File: src/seal_defs.vh
// Constants for the serial EEPROM autoloader: offsets, fields, timing.
// Assumes a 100 MHz core clock and a two-wire memory strapped at address 0.
`ifndef SEAL_DEFS_VH
`define SEAL_DEFS_VH

// Timing
`define SEAL_CLK_NS 10
`define SEAL_SCL_PERIOD_NS 10000
`define SEAL_QTR_CYC ((`SEAL_SCL_PERIOD_NS / 4 + `SEAL_CLK_NS - 1) / `SEAL_CLK_NS)
`define SEAL_TWR_NS 5000000
`define SEAL_TWR_CYC ((`SEAL_TWR_NS + `SEAL_CLK_NS - 1) / `SEAL_CLK_NS)

// Register byte addresses; the word window is given as paddr[11:6]
`define SEAL_OFS_CTRL 12'h0d4
`define SEAL_OFS_DATA 12'h0d8
`define SEAL_OFS_STATUS 12'h0dc
`define SEAL_OFS_WORDS 6'h04

// Status fields
`define SEAL_STAT_BUSY 0
`define SEAL_STAT_ERR 1
`define SEAL_STAT_SIG 2
`define SEAL_STAT_AUTO 3

// Control fields
`define SEAL_CTRL_START 0
`define SEAL_CTRL_WR 1
`define SEAL_CTRL_ADDR_LSB 8
`define SEAL_CTRL_ADDR_MSB 14

// Memory layout
`define SEAL_WORDS 16
`define SEAL_SIG_DEFAULT 16'h5a5a
`define SEAL_DEV_WR 8'ha0
`define SEAL_DEV_RD 8'ha1
`define SEAL_W_LINK 3
`define SEAL_W_CAP 6
`define SEAL_W_MARGIN 7
`define SEAL_W_PHY5LO 13
`define SEAL_W_PHY5HI 14
`define SEAL_W_LAST 7'h0e

// Byte engine commands
`define SEAL_CMD_START 2'h0
`define SEAL_CMD_STOP 2'h1
`define SEAL_CMD_WRITE 2'h2
`define SEAL_CMD_READ 2'h3

`endif

File: src/seal_sync.v
// Two-flop synchroniser for one level from outside the core clock domain.
// Resets to the idle-high level of the serial data line.
`timescale 1ns/100ps
`default_nettype none

module seal_sync (
  input wire clk,
  input wire rst,
  input wire async_in,
  output wire sync_out
);

reg meta_q;
reg sync_q;

always @(posedge clk)
begin
  if (rst)
  begin
    meta_q <= 1'b1;
    sync_q <= 1'b1;
  end
  else
  begin
    meta_q <= async_in;
    sync_q <= meta_q;
  end
end

assign sync_out = sync_q;

endmodule // seal_sync

`default_nettype wire

File: src/seal_byte.v
// Two-wire bit engine: start, stop, byte write with ack, byte read.
// Assumes a synchronised data input; clock is derived by a quarter divider.
`timescale 1ns/100ps
`default_nettype none
`include "seal_defs.vh"

module seal_byte #(
  parameter [15:0] QTR_CYC = `SEAL_QTR_CYC
) (
  input wire clk,
  input wire rst,
  input wire go,
  input wire [1:0] cmd,
  input wire [7:0] tx_byte,
  input wire nack_last,
  input wire sda_in,
  output wire busy,
  output wire done,
  output wire [7:0] rx_byte,
  output wire ack_ok,
  output wire scl,
  output wire sda_low
);

reg busy_q;
reg done_q;
reg ack_q;
reg scl_q;
reg low_q;
reg nack_q;
reg [1:0] cmd_q;
reg [1:0] qtr_q;
reg [3:0] bit_q;
reg [7:0] sh_q;
reg [15:0] div_q;
reg scl_d;
reg low_d;

wire tick = busy_q && (div_q == (QTR_CYC - 16'h0001));
wire mid = (qtr_q == 2'h1) || (qtr_q == 2'h2);
wire last_bit = (bit_q == 4'h8);
wire tx_bit = last_bit ? ((cmd_q == `SEAL_CMD_WRITE) | nack_q)
                       : ((cmd_q == `SEAL_CMD_READ) | sh_q[7]);

////////////////////////////////////////////////////////////////////////
// Line levels per quarter
always @*
begin
  case (cmd_q)
    `SEAL_CMD_START:
    begin
      scl_d = mid;
      low_d = qtr_q[1];
    end
    `SEAL_CMD_STOP:
    begin
      scl_d = (qtr_q != 2'h0);
      low_d = !qtr_q[1];
    end
    default:
    begin
      scl_d = mid;
      low_d = !tx_bit;
    end
  endcase
end

////////////////////////////////////////////////////////////////////////
// Quarter sequencing
always @(posedge clk)
begin
  if (rst)
  begin
    busy_q <= 1'b0;
    done_q <= 1'b0;
    ack_q <= 1'b0;
    scl_q <= 1'b1;
    low_q <= 1'b0;
    nack_q <= 1'b0;
    cmd_q <= `SEAL_CMD_STOP;
    qtr_q <= 2'h0;
    bit_q <= 4'h0;
    sh_q <= 8'h00;
    div_q <= 16'h0000;
  end
  else
  begin
    done_q <= 1'b0;
    if (!busy_q)
    begin
      div_q <= 16'h0000;
      if (go)
      begin
        busy_q <= 1'b1;
        cmd_q <= cmd;
        sh_q <= tx_byte;
        nack_q <= nack_last;
        qtr_q <= 2'h0;
        bit_q <= 4'h0;
      end
    end
    else
    begin
      div_q <= tick ? 16'h0000 : div_q + 16'h0001;
      if (tick)
      begin
        scl_q <= scl_d;
        low_q <= low_d;
        qtr_q <= qtr_q + 2'h1;
        if (qtr_q == 2'h3)
        begin
          // Sample while clock still high, shift on the same edge that drops it
          if (cmd_q[1] && last_bit)
            ack_q <= !sda_in;
          else if (cmd_q[1])
            sh_q <= {sh_q[6:0], sda_in};
          if (!cmd_q[1] || last_bit)
          begin
            busy_q <= 1'b0;
            done_q <= 1'b1;
          end
          else
            bit_q <= bit_q + 4'h1;
        end
      end
    end
  end
end

assign busy = busy_q;
assign done = done_q;
assign rx_byte = sh_q;
assign ack_ok = ack_q;
assign scl = scl_q;
assign sda_low = low_q;

endmodule // seal_byte

`default_nettype wire

File: src/seal_top.v
// Serial EEPROM autoloader: APB registers, word sequencer, loaded words.
// Assumes an APB master on clk and a two-wire memory with select pins low.
`timescale 1ns/100ps
`default_nettype none
`include "seal_defs.vh"

module seal_top #(
  parameter [15:0] QTR_CYC = `SEAL_QTR_CYC,
  parameter [15:0] SIGNATURE = `SEAL_SIG_DEFAULT,
  parameter [23:0] TWR_CYC = `SEAL_TWR_CYC
) (
  input wire clk,
  input wire rst,
  input wire psel,
  input wire penable,
  input wire pwrite,
  input wire [11:0] paddr,
  input wire [31:0] pwdata,
  output wire [31:0] prdata,
  output wire pready,
  output wire pslverr,
  output wire serial_mem_clock,
  input wire serial_mem_data_in,
  output wire serial_mem_data_out,
  output wire serial_mem_data_oe,
  output wire autoload_busy,
  output wire [15:0] cfg_link_word,
  output wire [15:0] cfg_cap_word,
  output wire [15:0] cfg_tx_margin,
  output wire [4:0] cfg_buffer_tuning,
  output wire [23:0] phy_tuning_word5
);

localparam [11:0] S_IDLE = 12'h001;
localparam [11:0] S_STA = 12'h002;
localparam [11:0] S_DEVW = 12'h004;
localparam [11:0] S_ADDR = 12'h008;
localparam [11:0] S_RSTA = 12'h010;
localparam [11:0] S_DEVR = 12'h020;
localparam [11:0] S_RDLO = 12'h040;
localparam [11:0] S_RDHI = 12'h080;
localparam [11:0] S_WRLO = 12'h100;
localparam [11:0] S_WRHI = 12'h200;
localparam [11:0] S_STOP = 12'h400;
localparam [11:0] S_TWR = 12'h800;

reg [11:0] state_q;
reg [11:0] nxt;
reg issued_q;
reg auto_q;
reg sig_ok_q;
reg err_q;
reg failed_q;
reg op_wr_q;
reg [6:0] waddr_q;
reg [15:0] wdata_q;
reg [15:0] rdata_q;
reg ctrl_wr_q;
reg [6:0] caddr_q;
reg [23:0] twr_q;
reg [31:0] prdata_q;
reg pslverr_q;
reg [15:0] words_q [0:`SEAL_WORDS-1];
reg [1:0] eng_cmd;
reg [7:0] eng_tx;
reg eng_nack;
reg [31:0] rd_d;
reg bad_d;
integer i;

wire sda_sync;
wire eng_busy;
wire eng_done;
wire [7:0] eng_rx;
wire eng_ack;
wire eng_low;
wire active = !state_q[0] && (state_q != S_TWR);
wire eng_go = active && !issued_q && !eng_busy;
wire is_wr_state = (state_q == S_DEVW) || (state_q == S_ADDR) || (state_q == S_DEVR)
                   || (state_q == S_WRLO) || (state_q == S_WRHI);
wire apb_wr = psel && penable && pwrite;
wire wr_ctrl = apb_wr && (paddr == `SEAL_OFS_CTRL);
wire wr_data = apb_wr && (paddr == `SEAL_OFS_DATA);
wire wr_stat = apb_wr && (paddr == `SEAL_OFS_STATUS);
wire sw_start = wr_ctrl && pwdata[`SEAL_CTRL_START];
wire err_clr = wr_stat && pwdata[`SEAL_STAT_ERR];
wire err_set = eng_done && is_wr_state && !eng_ack;
wire seq_busy = !state_q[0];

////////////////////////////////////////////////////////////////////////
// Line interface
seal_sync u_sync (
  .clk(clk),
  .rst(rst),
  .async_in(serial_mem_data_in),
  .sync_out(sda_sync)
);

seal_byte #(
  .QTR_CYC(QTR_CYC)
) u_byte (
  .clk(clk),
  .rst(rst),
  .go(eng_go),
  .cmd(eng_cmd),
  .tx_byte(eng_tx),
  .nack_last(eng_nack),
  .sda_in(sda_sync),
  .busy(eng_busy),
  .done(eng_done),
  .rx_byte(eng_rx),
  .ack_ok(eng_ack),
  .scl(serial_mem_clock),
  .sda_low(eng_low)
);

// Open-drain: only ever pull low
assign serial_mem_data_out = 1'b0;
assign serial_mem_data_oe = eng_low;

////////////////////////////////////////////////////////////////////////
// Byte to send and next step for each state
always @*
begin
  eng_cmd = `SEAL_CMD_WRITE;
  eng_tx = 8'h00;
  eng_nack = 1'b0;
  nxt = S_IDLE;
  case (state_q)
    S_STA:
    begin
      eng_cmd = `SEAL_CMD_START;
      nxt = S_DEVW;
    end
    S_DEVW:
    begin
      eng_tx = `SEAL_DEV_WR;
      nxt = S_ADDR;
    end
    S_ADDR:
    begin
      eng_tx = {waddr_q, 1'b0};
      nxt = op_wr_q ? S_WRLO : S_RSTA;
    end
    S_RSTA:
    begin
      eng_cmd = `SEAL_CMD_START;
      nxt = S_DEVR;
    end
    S_DEVR:
    begin
      eng_tx = `SEAL_DEV_RD;
      nxt = S_RDLO;
    end
    S_RDLO:
    begin
      eng_cmd = `SEAL_CMD_READ;
      nxt = S_RDHI;
    end
    S_RDHI:
    begin
      eng_cmd = `SEAL_CMD_READ;
      eng_nack = 1'b1;
      nxt = S_STOP;
    end
    S_WRLO:
    begin
      eng_tx = wdata_q[7:0];
      nxt = S_WRHI;
    end
    S_WRHI:
    begin
      eng_tx = wdata_q[15:8];
      nxt = S_STOP;
    end
    S_STOP:
    begin
      eng_cmd = `SEAL_CMD_STOP;
      nxt = op_wr_q ? S_TWR : S_IDLE;
    end
    default:
    begin
      nxt = S_IDLE;
    end
  endcase
end

////////////////////////////////////////////////////////////////////////
// Word sequencer and autoload
always @(posedge clk)
begin
  if (rst)
  begin
    state_q <= S_IDLE;
    issued_q <= 1'b0;
    auto_q <= 1'b1;
    sig_ok_q <= 1'b0;
    failed_q <= 1'b0;
    op_wr_q <= 1'b0;
    waddr_q <= 7'h00;
    rdata_q <= 16'h0000;
    twr_q <= 24'h00_0000;
  end
  else
  begin
    case (state_q)
      S_IDLE:
      begin
        failed_q <= 1'b0;
        if (auto_q)
        begin
          op_wr_q <= 1'b0;
          state_q <= S_STA;
        end
        else if (sw_start)
        begin
          op_wr_q <= pwdata[`SEAL_CTRL_WR];
          waddr_q <= pwdata[`SEAL_CTRL_ADDR_MSB:`SEAL_CTRL_ADDR_LSB];
          state_q <= S_STA;
        end
      end
      S_TWR:
      begin
        // Memory internal write time before the next access
        if (twr_q >= TWR_CYC - 24'h00_0001)
        begin
          twr_q <= 24'h00_0000;
          state_q <= S_IDLE;
        end
        else
          twr_q <= twr_q + 24'h00_0001;
      end
      default:
      begin
        if (eng_go)
          issued_q <= 1'b1;
        if (eng_done)
        begin
          issued_q <= 1'b0;
          if (state_q == S_RDLO)
            rdata_q[7:0] <= eng_rx;
          if (state_q == S_RDHI)
            rdata_q[15:8] <= eng_rx;
          if (err_set)
          begin
            failed_q <= 1'b1;
            state_q <= S_STOP;
          end
          else
            state_q <= nxt;
          if ((state_q == S_STOP) && auto_q)
          begin
            if (failed_q)
              auto_q <= 1'b0;
            else if ((waddr_q == 7'h00) && (rdata_q != SIGNATURE))
              auto_q <= 1'b0;
            else if (waddr_q == `SEAL_W_LAST)
              auto_q <= 1'b0;
            else
              waddr_q <= waddr_q + 7'h01;
            if (!failed_q && (waddr_q == 7'h00) && (rdata_q == SIGNATURE))
              sig_ok_q <= 1'b1;
          end
        end
      end
    endcase
  end
end

////////////////////////////////////////////////////////////////////////
// Loaded words
always @(posedge clk)
begin
  if (rst)
  begin
    for (i = 0; i < `SEAL_WORDS; i = i + 1)
      words_q[i] <= 16'h0000;
  end
  else if (eng_done && (state_q == S_STOP) && auto_q && !failed_q
           && ((waddr_q != 7'h00) || (rdata_q == SIGNATURE)))
    words_q[waddr_q[3:0]] <= rdata_q;
end

assign cfg_link_word = words_q[`SEAL_W_LINK];
assign cfg_cap_word = words_q[`SEAL_W_CAP];
assign cfg_tx_margin = words_q[`SEAL_W_MARGIN];
assign cfg_buffer_tuning = words_q[`SEAL_W_PHY5HI][4:0];
assign phy_tuning_word5 = {words_q[`SEAL_W_PHY5HI][15:8], words_q[`SEAL_W_PHY5LO]};
assign autoload_busy = auto_q;

////////////////////////////////////////////////////////////////////////
// APB registers
always @(posedge clk)
begin
  if (rst)
  begin
    err_q <= 1'b0;
    ctrl_wr_q <= 1'b0;
    caddr_q <= 7'h00;
    wdata_q <= 16'h0000;
  end
  else
  begin
    err_q <= (err_q && !err_clr) || err_set;
    if (wr_ctrl)
    begin
      ctrl_wr_q <= pwdata[`SEAL_CTRL_WR];
      caddr_q <= pwdata[`SEAL_CTRL_ADDR_MSB:`SEAL_CTRL_ADDR_LSB];
    end
    if (wr_data && !seq_busy)
      wdata_q <= pwdata[15:0];
  end
end

always @*
begin
  rd_d = 32'h0000_0000;
  bad_d = 1'b0;
  if (paddr == `SEAL_OFS_CTRL)
  begin
    rd_d[`SEAL_CTRL_START] = seq_busy;
    rd_d[`SEAL_CTRL_WR] = ctrl_wr_q;
    rd_d[`SEAL_CTRL_ADDR_MSB:`SEAL_CTRL_ADDR_LSB] = caddr_q;
  end
  else if (paddr == `SEAL_OFS_DATA)
    rd_d = {rdata_q, wdata_q};
  else if (paddr == `SEAL_OFS_STATUS)
  begin
    rd_d[`SEAL_STAT_BUSY] = seq_busy;
    rd_d[`SEAL_STAT_ERR] = err_q;
    rd_d[`SEAL_STAT_SIG] = sig_ok_q;
    rd_d[`SEAL_STAT_AUTO] = auto_q;
  end
  else if ((paddr[11:6] == `SEAL_OFS_WORDS) && (paddr[1:0] == 2'h0))
    rd_d[15:0] = words_q[paddr[5:2]];
  else
    bad_d = 1'b1;
end

// Answer registered in the setup cycle, shown in the access cycle
always @(posedge clk)
begin
  if (rst)
  begin
    prdata_q <= 32'h0000_0000;
    pslverr_q <= 1'b0;
  end
  else if (psel && !penable)
  begin
    prdata_q <= pwrite ? 32'h0000_0000 : rd_d;
    pslverr_q <= bad_d;
  end
end

assign prdata = prdata_q;
assign pready = 1'b1;
assign pslverr = psel && penable && pslverr_q;

endmodule // seal_top

`default_nettype wire

File: config.mk
export PLATFORM = sky130hd
export DESIGN_NAME = seal_top
export DESIGN_NICKNAME = d
export VERILOG_FILES = /design/src/seal_sync.v /design/src/seal_byte.v /design/src/seal_top.v
export VERILOG_INCLUDE_DIRS = /design/src
export SDC_FILE = /design/constraint.sdc
export NUM_CORES = 1
export LEC_CHECK = 0
export BUFFER_PORTS_ARGS = -buffer_cell sky130_fd_sc_hd__buf_2
export CAP_MARGIN = 0
export CORE_MARGIN = 2
export CORE_UTILIZATION = 55
export DETAILED_ROUTE_END_ITERATION = 12
export GPL_TIMING_DRIVEN = 1
export PLACE_DENSITY = 0.81
export SKIP_CTS_REPAIR_TIMING = 1
export SYNTH_ARGS = -nofsm -noshare
export SYNTH_HDL_FRONTEND = slang
export SYNTH_SLANG_ARGS = --single-unit
File: constraint.sdc
create_clock -name clk -period 6.35 [get_ports clk]
set_input_delay 0 -clock clk [delete_from_list [all_inputs] [get_ports clk]]
set_output_delay 0 -clock clk [all_outputs]
set_load 0.01 [all_outputs]
======== Word level (Yosys, flattened, before mapping) ========
Memory sizes are Yosys's and may differ from the RTL's.
Index checks and enable logic that the tools add are counted.
operators by class
  $add $sub $neg .......................... 5
  $mul .................................... 0
  divide/modulo/power cells ............... 0
  order comparisons ....................... 1
  equal/unequal tests ..................... 40
  shift-type cells ........................ 0
  muxes and demuxes ....................... 76
  bitwise operators ....................... 7
  reduce and logical (&&, ||, !) cells .... 81
operator list
  kind                   count
  $pmux 12 s9            1
  $mux 12                7
  $mux 16                4
  $mux 7                 8
  $eq 12x8->1 const B    4
  $mux 8                 6
  $pmux 8 s5             1
  $mux 32                1
  $mux 1                 28
  $mux 4                 7
  $logic_and 1x1->1      27
  $add 24x1->24 const B  1
  $ge 24x19->1 const B   1
  $mux 24                1
  $pmux 12 s2            1
  $mux 17                1
  $add 16x1->16 const B  1
  $eq 16x15->1 const B   1
  $eq 16x8->1 const B    1
  $ne 16x15->1 const B   1
  $ne 2x2->1 const B     8
  $reduce_and 4->1       4
  $reduce_or 16->1       1
  $pmux 7 s2             1
  other kinds (43)       93
storage, ports and cells
  register bits ........................... 162
  bits in latches ......................... 0
  RAM bits ................................ 256
  ROM bits ................................ 0
  word-level logic and storage cells ...... 240
  memories ................................ 1
memories
  name     words  width  read ports  clocked after memory_dff  wr ports  RTL line       text
  words_q  16     16     6           0                         16        seal_top.v:63  reg [15:0] words_q [0:`SEAL_WORDS-1];

======== Logic depth before layout (Yosys ltp) ========
  word-level depth ........................ 10
  mapped depth ............................ 10
  mapped depth without buffers ............ 8

======== By module ========
From an unflattened synthesis, not the netlist that was laid out.
unflattened totals
  cells, all modules ...................... 1,603
  area, all modules ....................... 19,426.1 µm²
by module, submodules not included
  module     instances  cells an instance  area each (µm²)  sequential area each (µm²)
  seal_top   1          1,400              17,568.1         10,129.7
  seal_byte  1          199                1,805.5          760.7
  seal_sync  1          4                  52.6             40.0

======== Worst setup path after synthesis ========
Ideal clock, no wire load.
  path kind ............................... reg-to-reg
  start point ............................. register state_q[0]
  end point ............................... memory words_q[10][0] (enable)
  arrival ................................. 2.959 ns
  data required time ...................... 5.939 ns
  setup slack ............................. 2.979 ns
  cell stages (with the launch flop) ...... 8
  path buffers ............................ 2
  period minus slack after synthesis ...... 3.371 ns
  cells stage by stage .................... dfxtp_1 -> buf_2 -> nor4_2 -> and3_1 -> and3_1 -> buf_4 -> nand4b_2 -> o21ai_0
RTL lines
  item                      RTL line        text
  start: declaration        seal_top.v:47   reg [11:0] state_q;
  start signal: assignment  seal_top.v:250  state_q <= nxt;
  end: declaration          seal_top.v:63

==> impl_results.md <==
* Status: finished clean
* Final setup TNS at 0 ns
* Most common cell after layout, fill and taps aside: and2_1
* Worst flop-to-flop path startpoint: state_q[0]
* Post-synth EDFFs at roughly 260
* Initial Util at approximately 56%
* Number of global-route vias before repair at 13000
* DRC errors left at 0
* Share of cells above drive strength 1 at 20.2%
* Avg Vias per Cell at 6.20
* Clk_lat worst skew at 0.58 ns
* Max VDD drop at 0.208 mV
* Max-Cap Viols at 0
* Post-Route Skew at 0.0257 ns
* Clock Sinks at ~420
* Post-detail-place hpwl at 34.1 mm
* Worst EP arrival at 4.21 ns
* Critical Path End Type: flip-flop
* CP startpoint kind: flip-flop
* Post-Place Cell Area at 20300 sq um
* Most frequent cells in the layout: 262 x and2_1, 256 x edfxtp_1, 162 x dfxtp_1
* Root Buffer: clkbuf_16
* Cts bufs inserted at 43
* Pwr/cell area at 288 nW/um^2
* Final core occ at 63.7%
* DIE WIDTH at 192 um
* CTS tree: done
* First-pass DRT Iterations at 6
* Avg Synthesized Cell Area at 12.0 sq um
* CP required at 6.77 ns
* Post-synth ARST share at 0%
* Sequential element share of the synthesized area at 56.5%
* Setup slack, reg-to-reg at 2.57 ns
* DIE AREA at 36700 sq um
* Remaining Overflow, GRT at 0
* Fin. Hold Viols at 0
* CTS H-tree lvls at 2
* Number of I/O pins at 165
* Hold path cells at 6
* Synth Cell Area at 19400 sq um
* Register area at between 10000 and 15000 sq um
* Synth Flop Type: edfxtp_1
* Pin count of the biggest net entering global routing at 104
* Global-route wire length before repair at 77.2 mm
* R2R cell count at 6
* Post-Syn Instances at 1615
* Fmax at approximately 0.26 GHz
* Fill cell count at approximately 2500
* #FFs+latches synth at 418
* Setup WS pre-CTS at 2.70 ns
* Worst slew pin tran at around 1.2 ns
* Final slew viol count at 0
* Crit path max fanout at 16
* Post-route ant nets at 0
* Static leakage at between 7 and 8 nW
* Finished Cell Area at ~22000 sq um
* Starting DRT DRC Count at 1645
* Routed WL at roughly 51 mm
* Mapped Nets at 1676
* Initial antenna violation count at 0
* Final worst setup slack at 2.57 ns
* Min-delay worst type: primary input to flip-flop
* Fin crit period at 3.78 ns
* Min-Delay Endpoint: prdata[9]
* Clock Path Buffers at 3
* Area delta synth->final at 13.9%
* GP Congestion at 0.917
* Die height at 192 um
* Worst Hold Launch: paddr[8]
* CP Class: flip-flop to flip-flop
* WL/cell at 23.2 um
* Final critical-path share of the clock period at 59.6%
* Reg clk slew, reported paths at around 0.060 ns
* # setup viols final at 0
* R2R Path End: words_q[10][3]
* Final #Nets at 1789
* RSZ-0062 raised after global routing: false
* Multi-input gate area at 7760 sq um
* PnR Total Power at 0.00635 W
* Core Area at about 35000 sq um
* Via count at 13800
* Port bufs at 146
* Slew headroom at 16.9%
* Gr usage total at between 20% and 30%
* YS warnings at 0
* Post-synth cell types at 78
* # rows at approximately 70
-- power breakdown --
part | leakage (nW) | internal [W] | switching (W) | total (W)
clock | 0.731 | 0.00156 | 0.00110 | 0.00266
sequential | 3.75 | 0.00298 | 0.0000922 | 0.00307
combinational | 3.34 | 0.000245 | 0.000371 | 0.000617
total | 7.82 | 0.00479 | 0.00157 | 0.00635
-- synth_stat cells (22+ instances only) --
| cell | count | area (sq um) |
|---|---|---|
| and2_1 | 262 | 1640 |
| nor3_1 | 27 | 135 |
| nor2_1 | 154 | 578 |
| mux2i_1 | 41 | 410 |
| nand3_1 | 31 | 155 |
| nand2_1 | 80 | 300 |
| a22oi_1 | 22 | 165 |
| a21oi_1 | 58 | 290 |
| clkbuf_1 | 90 | 338 |
| dfxtp_1 | 162 | 3240 |
| edfxtp_1 | 256 | 7690 |
| o21ai_0 | 44 | 220 |
| mux4_2 | 79 | 1780 |
-- through the flow --
stage               hold WS, ns  cells
floorplan                 0.104   1615
global placement          0.186   2115
detailed placement        0.200   2115
CTS                      -0.381   2194
global route             0.0417   2217
finish                  0.00897   2218
-- sequential cells by signal, indices dropped and copies added (netlist names), 4 cells and up --
| register | flops |
|---|---|
| u_byte.bit_q | 4 |
| prdata | 32 |
| waddr_q | 7 |
| twr_q | 24 |
| rdata_q | 16 |
| u_byte.rx_byte | 8 |
| wdata_q | 16 |
| caddr_q | 7 |
| u_byte.div_q | 16 |
| words_q | 256 |
| state_q | 12 |
-- cell families after synthesis --
kind of cell | share of synthesized area [%]
flip-flops | 56.5
AND/OR/NAND/NOR | 19.5
buffers and inverters | 3.48
adder cells (fa/ha/maj) | 0.711
multiplexers | 11.4
AO/OA/AOI/OAI | 6.64
other | 0.0388
XOR/XNOR | 1.81
-- cell type report --
cell class              instances  area share [%]
clock buffers                  57            5.44
clock inverters                22            1.46
diodes                          1          0.0113
well taps                     455            2.58
multi-input cells            1047            35.2
repair buffers                200            5.44
inverters                      18           0.306
flip-flops and latches        418            49.6
-- worst max-delay path by stage --
stage | slack [ns] | start | end | cells past startpoint
3_3_place_gp | 2.74 | state_q[0] | words_q[9][0] | 6
2_1_floorplan | 2.98 | state_q[0] | words_q[10][0] | 7
6_report | 2.57 | state_q[0] | words_q[10][3] | 6
4_1_cts | 2.64 | state_q[0] | words_q[11][12] | 6
3_5_place_dp | 2.70 | state_q[0] | words_q[11][12] | 6
5_1_grt | 2.32 | state_q[0] | words_q[11][4] | 6
-- worst max-delay path: stages (launching register included) --
cell,delay (ns)
dfxtp_1,0.46
nor4_2,0.81
and3_1,0.40
and3_1,0.41
nand4b_2,0.27
nor2_1,1.01
and2_1,0.26
-- metal layers --
metal  track usage, %  vias up  part of all wire, %
li1                 -     6089                    -
met1             38.5     6733                   39
met2             44.0      807                   46
met3             5.85      122                   10
met4             11.7        0                  4.2
met5                0        -                    0
No activity file was read; power rests on OpenSTA's default activity.
